File: src/rtl/swic_consts.svh
// Constants for the sleep and wake-up controller
`ifndef SWIC_CONSTS_SVH
`define SWIC_CONSTS_SVH
`define SWIC_OST_PERIODS    1024
`define SWIC_VECTOR_ADDR    13'h0004
`define SWIC_OSC_PER_INSN   4
`define SWIC_DUMMY_CYCLES   2
`define SWIC_EXPIRY_RST     1'b1
`define SWIC_SLEEP_RST      1'b1
`endif

File: src/rtl/swic_pkg.sv
// Types for the sleep and wake-up controller
package swic_pkg;
  typedef enum logic [2:0] {
    SWIC_AWAKE  = 3'b000,
    SWIC_ASLEEP = 3'b001,
    SWIC_OST    = 3'b010,
    SWIC_POST   = 3'b011,
    SWIC_DUMMY  = 3'b100
  } swic_state_t;
  typedef enum logic [1:0] {
    SWIC_OSC_CRYSTAL = 2'b00,
    SWIC_OSC_EXT     = 2'b01,
    SWIC_OSC_RC      = 2'b10
  } swic_osc_t;
endpackage

File: src/rtl/swic_ctrl.sv
// Sleep entry and interrupt wake-up sequencer
`timescale 1ns/1ns
`include "swic_consts.svh"
module swic_ctrl
  import swic_pkg::*;
#(
  parameter int NUM_SRC     = 8,
  parameter int OST_PERIODS = `SWIC_OST_PERIODS
) (
  input  wire logic               clock_i,
  input  wire logic               nrst_i,
  input  wire logic               sleep_insn_i,
  input  wire logic               watchdog_clear_instruction_i,
  input  wire logic               watchdog_timeout_i,
  input  wire logic               global_interrupt_enable_i,
  input  wire logic [NUM_SRC-1:0] irq_enable_i,
  input  wire logic [NUM_SRC-1:0] irq_flag_i,
  input  wire logic [1:0]         osc_mode_i,
  output logic                    watchdog_clear_o,
  output logic                    watchdog_expiry_flag_o,
  output logic                    sleep_entered_flag_o,
  output logic                    osc_driver_on_o,
  output logic                    io_hold_o,
  output logic                    core_stall_o,
  output logic                    exec_post_sleep_o,
  output logic                    dummy_cycle_o,
  output logic                    vector_load_o,
  output logic [12:0]             vector_addr_o
);

  // Oscillator periods counted in oscillator ticks, one per clock
  localparam int OSTW = $clog2(OST_PERIODS + 1);

  // Refuse sizes the request vector and start-up counter cannot serve
  if (NUM_SRC < 1) begin : g_bad_src
    $error("swic_ctrl: NUM_SRC must be at least 1");
  end
  if (OST_PERIODS < 1) begin : g_bad_ost
    $error("swic_ctrl: OST_PERIODS must be at least 1");
  end

  swic_state_t      state_reg, state_next;
  logic [OSTW-1:0]  ost_cnt_reg, ost_cnt_next;
  logic             dummy_cnt_reg, dummy_cnt_next;
  logic             vec_pend_reg, vec_pend_next;
  logic             expiry_reg, expiry_next;
  logic             sleepf_reg, sleepf_next;
  logic             wdclr_reg, wdclr_next;
  logic             post_reg, post_next;
  logic             dummy_reg, dummy_next;
  logic             vload_reg, vload_next;

  // Per-source wake request: own enable and flag, global bit ignored
  wire logic [NUM_SRC-1:0] src_req;
  for (genvar s = 0; s < NUM_SRC; s++) begin : g_src
    assign src_req[s] = irq_enable_i[s] & irq_flag_i[s];
  end

  // Wake causes seen while asleep
  wire logic irq_pending  = |src_req;
  wire logic wake_now     = irq_pending | watchdog_timeout_i;
  wire logic tmo_only     = watchdog_timeout_i & ~irq_pending;

  // Start-up delay counted only in the crystal mode
  wire logic crystal_mode = (osc_mode_i == SWIC_OSC_CRYSTAL);
  wire logic ost_done     = (ost_cnt_reg == OSTW'(OST_PERIODS - 1));

  // Next-state decodes feeding the registered power controls
  wire logic next_asleep  = (state_next == SWIC_ASLEEP);
  wire logic next_ost     = (state_next == SWIC_OST);
  wire logic next_awake   = (state_next == SWIC_AWAKE);

  // Sequencer next state
  always_comb begin
    state_next     = state_reg;
    ost_cnt_next   = ost_cnt_reg;
    dummy_cnt_next = dummy_cnt_reg;
    vec_pend_next  = vec_pend_reg;
    expiry_next    = expiry_reg;
    sleepf_next    = sleepf_reg;
    wdclr_next     = watchdog_clear_instruction_i;
    post_next      = 1'b0;
    dummy_next     = 1'b0;
    vload_next     = 1'b0;
    case (state_reg)
      SWIC_AWAKE: begin
        if (sleep_insn_i && irq_pending) begin
          // Pending before sleep: no-op, nothing touched
          state_next = SWIC_AWAKE;
        end else if (sleep_insn_i) begin
          // Sleep completes fully; an irq arriving from the next cycle on wakes it
          wdclr_next  = 1'b1;
          sleepf_next = 1'b0;
          expiry_next = 1'b1;
          state_next  = SWIC_ASLEEP;
        end
      end
      SWIC_ASLEEP: begin
        if (wake_now) begin
          wdclr_next    = 1'b1;
          vec_pend_next = global_interrupt_enable_i & irq_pending;
          // Watchdog wake alone clears expiry; an interrupt wins
          if (tmo_only) begin
            expiry_next = 1'b0;
          end
          // Start-up count restarts on every wake
          ost_cnt_next = '0;
          state_next   = crystal_mode ? SWIC_OST : SWIC_POST;
        end
      end
      SWIC_OST: begin
        // Watchdog held clear while the start-up count runs
        wdclr_next = 1'b1;
        if (ost_done) begin
          state_next = SWIC_POST;
        end else begin
          ost_cnt_next = ost_cnt_reg + OSTW'(1);
        end
      end
      SWIC_POST: begin
        // Instruction after sleep always runs before any vector
        post_next = 1'b1;
        if (vec_pend_reg) begin
          dummy_cnt_next = 1'b0;
          state_next     = SWIC_DUMMY;
        end else begin
          state_next = SWIC_AWAKE;
        end
      end
      SWIC_DUMMY: begin
        // Two dummy cycles, vector fetched during the second
        dummy_next = 1'b1;
        if (dummy_cnt_reg) begin
          vload_next    = 1'b1;
          vec_pend_next = 1'b0;
          state_next    = SWIC_AWAKE;
        end else begin
          dummy_cnt_next = 1'b1;
        end
      end
      default: begin
        state_next = SWIC_AWAKE;
      end
    endcase
  end

  // Sequencer state and counters
  always_ff @(posedge clock_i or negedge nrst_i) begin
    if (!nrst_i) begin
      state_reg     <= SWIC_AWAKE;
      ost_cnt_reg   <= '0;
      dummy_cnt_reg <= 1'b0;
      vec_pend_reg  <= 1'b0;
    end else begin
      state_reg     <= state_next;
      ost_cnt_reg   <= ost_cnt_next;
      dummy_cnt_reg <= dummy_cnt_next;
      vec_pend_reg  <= vec_pend_next;
    end
  end

  // Status flags; both read as set after reset
  always_ff @(posedge clock_i or negedge nrst_i) begin
    if (!nrst_i) begin
      expiry_reg <= `SWIC_EXPIRY_RST;
      sleepf_reg <= `SWIC_SLEEP_RST;
    end else begin
      expiry_reg <= expiry_next;
      sleepf_reg <= sleepf_next;
    end
  end

  // Registered strobes to the watchdog and the core; clear spans the start-up count, dummy two cycles
  always_ff @(posedge clock_i or negedge nrst_i) begin
    if (!nrst_i) begin
      wdclr_reg <= 1'b0;
      post_reg  <= 1'b0;
      dummy_reg <= 1'b0;
      vload_reg <= 1'b0;
    end else begin
      wdclr_reg <= wdclr_next;
      post_reg  <= post_next;
      dummy_reg <= dummy_next;
      vload_reg <= vload_next;
    end
  end

  // Registered power and core controls; oscillator off only in sleep
  // Pins stay held through the start-up count as well
  logic osc_reg;
  logic hold_reg;
  logic stall_reg;
  always_ff @(posedge clock_i or negedge nrst_i) begin
    if (!nrst_i) begin
      osc_reg   <= 1'b1;
      hold_reg  <= 1'b0;
      stall_reg <= 1'b0;
    end else begin
      osc_reg   <= ~next_asleep;
      hold_reg  <= next_asleep | next_ost;
      stall_reg <= ~next_awake;
    end
  end

  // Vector address kept in a flop so every output is registered
  logic [12:0] vaddr_reg;
  always_ff @(posedge clock_i or negedge nrst_i) begin
    if (!nrst_i) begin
      vaddr_reg <= `SWIC_VECTOR_ADDR;
    end else begin
      vaddr_reg <= `SWIC_VECTOR_ADDR;
    end
  end

  // Outputs straight from their flops
  assign watchdog_clear_o       = wdclr_reg;
  assign watchdog_expiry_flag_o = expiry_reg;
  assign sleep_entered_flag_o   = sleepf_reg;
  assign osc_driver_on_o        = osc_reg;
  assign io_hold_o              = hold_reg;
  assign core_stall_o           = stall_reg;
  assign exec_post_sleep_o      = post_reg;
  assign dummy_cycle_o          = dummy_reg;
  assign vector_load_o          = vload_reg;
  assign vector_addr_o          = vaddr_reg;

endmodule // swic_ctrl

File: config.mk
export PLATFORM = sky130hd
export DESIGN_NAME = swic_ctrl
export DESIGN_NICKNAME = d
export VERILOG_FILES = /design/src/rtl/swic_pkg.sv /design/src/rtl/swic_ctrl.sv
export VERILOG_INCLUDE_DIRS = /design/src /design/src/rtl
export SDC_FILE = /design/constraint.sdc
export NUM_CORES = 1
export LEC_CHECK = 0
export BUFFER_PORTS_ARGS = -buffer_cell sky130_fd_sc_hd__buf_2
export CELL_PAD_IN_SITES_DETAIL_PLACEMENT = 0
export CELL_PAD_IN_SITES_GLOBAL_PLACEMENT = 1
export CORE_MARGIN = 5
export CORE_UTILIZATION = 34
export DETAILED_ROUTE_END_ITERATION = 7
export GPL_TIMING_DRIVEN = 0
export PLACE_DENSITY = 0.81
export SYNTH_ARGS = -nofsm -noshare
export SYNTH_HDL_FRONTEND = slang
export SYNTH_SLANG_ARGS = --single-unit
File: constraint.sdc
create_clock -name clock_i -period 1.65 [get_ports clock_i]
set_input_delay 0.33 -clock clock_i [delete_from_list [all_inputs] [get_ports clock_i]]
set_output_delay 0.33 -clock clock_i [all_outputs]
set_load 0.05 [all_outputs]
==> out/metrics.cfg <==
[yosys]
synth-async-reset-ratio_pct=100.0
synth_top_family_by_area=simple AND/OR/NAND/NOR gates
muxShareOfSynthArea_pct=0.7227
synth_seq_area_share_pct=45.44
ys.flop_type=dfrtp_1
synth_compound_gate_area_share_pct=16.80
synth_enable_flop_cells=0
syn-mean-instance-area_um2=10.18
syn_inst=136
synthXorXnorAreaFrac_pct=1.897
synth-simple-area-share_pct=21.77
synth_fa_ha_area_share_pct=0.9033
synth_warnings=0
netlist_area_mm2=0.001385
netlist-cell-type-count=39
ys_ff_latch=25

[routing]
wl_per_cell_um=13.30
drt-pass1-iter-count=4
viasPerCell=4.967
wirelength_um=3232
vias=1207
drc=0
drtIter0Drc=61
final_antenna_net_count=0

[clock_tree]
clk-insertion-delay-late_ns=0.28
cts_max_level=1
clkSlewWorstSetupHoldPaths_ns=0.09
numClockSinks=25
cts_hold_buffers=0
cts_tree=built
cts-root-buf=clkbuf_8
clockBufferDepth=2
cts_buffers=3

[global_routing]
grt_first_pass_wirelength_um=5630
overflow=0
grt_usage_pct=13.29
grt_antenna_before_repair=0
grt_max_degree=26
grt_pass1_vias=1242

[die]
die_x_um=73.83
die-area_mm2=0.005450
start_util_pct=34.88
ios=46
coreArea_mm2=0.003971
row_count=23
die_h_um=73.83

[timing]
rsz0062_at_grt=yes
post-route-period-util_pct=109.7
period_needed_ns=1.810
final-setup-viol-count=9
worst_pin_slew_ns=0.5668
setup_tns_ns=-0.8427
final-hold-violation-count=0
finClkSkew_ns=0.003393
fmax_mhz=552.6
slew_headroom_pct=62.21
drv_slew=0
worst_slack_ns=-0.1596

[pwr]
leakagePower_nw=0.8810
p_per_area_mw_per_mm2=1253
vdd_drop_max_mv=0.5651

[critical_path]
r2r-start=state_reg[1]$_DFF_PN0_
cp-startpoint=state_reg[1]$_DFF_PN0_
critical_path_class=reg2reg
cp.arrival_ns=2.02
critPathCaptureType=flip-flop
worstPathMaxFanout=7
crit_required_ns=1.86
crit_path_start_kind=flip-flop

[placement]
gp_congestion=0.7478
dp.cells=229
dp_hpwl_um=2316
io_buffers=32

[cells_and_area]
diodes=0
final_common_cell=buf_2
largest_reg_flops=11
layout_common_cells=buf_2 (32), buf_4 (23), dfrtp_1 (21)
final_nets=219
finalNonFillerCells=243
drive_above_1_share_pct=41.97
areaGrowthSynthToFinish_pct=34.15

[worst_hold_path]
hold_class=in2async

[outcome]
violations=setup timing
status=finished, violations left

[run]
drv_cap=0

==> cell families (layout without fill, tap and decap cells) <==
kind of cell               count (synthesis)  count (layout)
DFF                                       25              25
other                                      2              13
xor gates and xnor gates                   3               3
adders and majority gates                  1               1
buffers and inverters                     25              71
and+or+nand+nor                           47              47
muxes                                      1               1
AOI/OAI and AO/OA                         32              32
==> cells in the mapped netlist, types with 2 or more instances <==
| library cell | number | area share [%] |
|---|---|---|
| a2111oi_1 | 2 | 1.4 |
| a21oi_1 | 9 | 3.3 |
| a22oi_1 | 4 | 2.2 |
| and2_1 | 2 | 0.90 |
| and4_1 | 3 | 1.9 |
| buf_4 | 15 | 8.1 |
| buf_6 | 2 | 1.6 |
| conb_1 | 2 | 0.54 |
| dfrtp_1 | 22 | 40 |
| dfstp_2 | 3 | 5.7 |
| inv_1 | 8 | 2.2 |
| nand2_1 | 6 | 1.6 |
| nand3_1 | 3 | 1.1 |
| nand4_1 | 6 | 2.7 |
| nand4b_1 | 2 | 1.3 |
| nor2_1 | 7 | 1.9 |
| nor2b_1 | 2 | 0.90 |
| nor3b_2 | 2 | 1.8 |
| o21ai_0 | 5 | 1.8 |
| o31ai_1 | 5 | 2.7 |
| or3_1 | 2 | 0.90 |
| or4_1 | 5 | 2.7 |
| xnor2_1 | 3 | 1.9 |
==> cell type report <==
| type | instances | area [um2] |
|---|---|---|
| multi-input combinational | 97 | 708.2 |
| timing repair buffer | 42 | 239.0 |
| clock inverter | 1 | 7.507 |
| clock buffer | 3 | 41.29 |
| tap | 50 | 62.56 |
| fill | 389 | 2113 |
| buffer | 17 | 138.9 |
| sequential | 25 | 630.6 |
| inverter | 8 | 30.03 |
==> timing repair <==
action,in CTS,in global routing
setup endpoints to repair,11,14
cloned,1,0
gates resized for setup,7,7
pin swaps,3,5
setup buffers,7,2
==> final timing paths <==
check                                                     end  slack, ns  depth (start not counted)
setup reg to reg                   ost_cnt_reg[3]$_DFFE_PN0P_      -0.16                          6
max in group asynchronous              state_reg[1]$_DFF_PN0_       1.21                          1
hold / removal                     watchdog_clear_o$_DFF_PN0_       0.04                          1
min in group clock_i               watchdog_clear_o$_DFF_PN0_       0.24                          2
hold reg to reg            watchdog_expiry_flag_o$_DFFE_PN1P_       0.47                          2
setup / recovery                   ost_cnt_reg[3]$_DFFE_PN0P_      -0.16                          6
==> routing by layer <==
metal / global-route usage (%) / share of wire [%] / vias to the layer above
met4: 4.829 / 1.3 / 0
met3: 3.557 / 5.0 / 4
met2: 21.75 / 50 / 24
met1: 16.67 / 44 / 583
li1: - / - / 596
met5: 0 / 0 / -
==> worst max-delay path, cell delays in order (launching register included) <==
cell and delay, ns:
dfrtp_2 0.48, or3b_4 0.44, nand2b_4 0.09, o311ai_4 0.13, buf_6 0.17, or3_1 0.32, a21oi_2 0.12
==> power by group <==
part           switching (mW)  internal (mW)  total (mW)  leakage [nW]
Sequential              0.107          0.750       0.857         0.321
Combinational           0.635          0.456        1.09         0.538
Clock                   0.209          0.172       0.380        0.0217
Total                   0.951           1.38        2.33         0.881
==> per-stage QoR <==
| step | instance area, um2 | hold WS, ns | power [mW] | util [%] | setup WS [ns] |
|---|---|---|---|---|---|
| floorplan | 1445 | 0.03441 | 1.518 | - | -0.05407 |
| global placement | 1668 | 0.3521 | 1.713 | 42.00 | -0.2915 |
| detailed placement | 1668 | 0.3625 | 1.731 | 42.00 | -0.3325 |
| CTS | 1807 | 0.05323 | 2.288 | 45.49 | -0.1695 |
| global route | 1858 | 0.08806 | 2.498 | 46.79 | -0.2458 |
| finish | 1858 | 0.03508 | 2.328 | 46.79 | -0.1596 |
(Power assumes the default switching activity.)
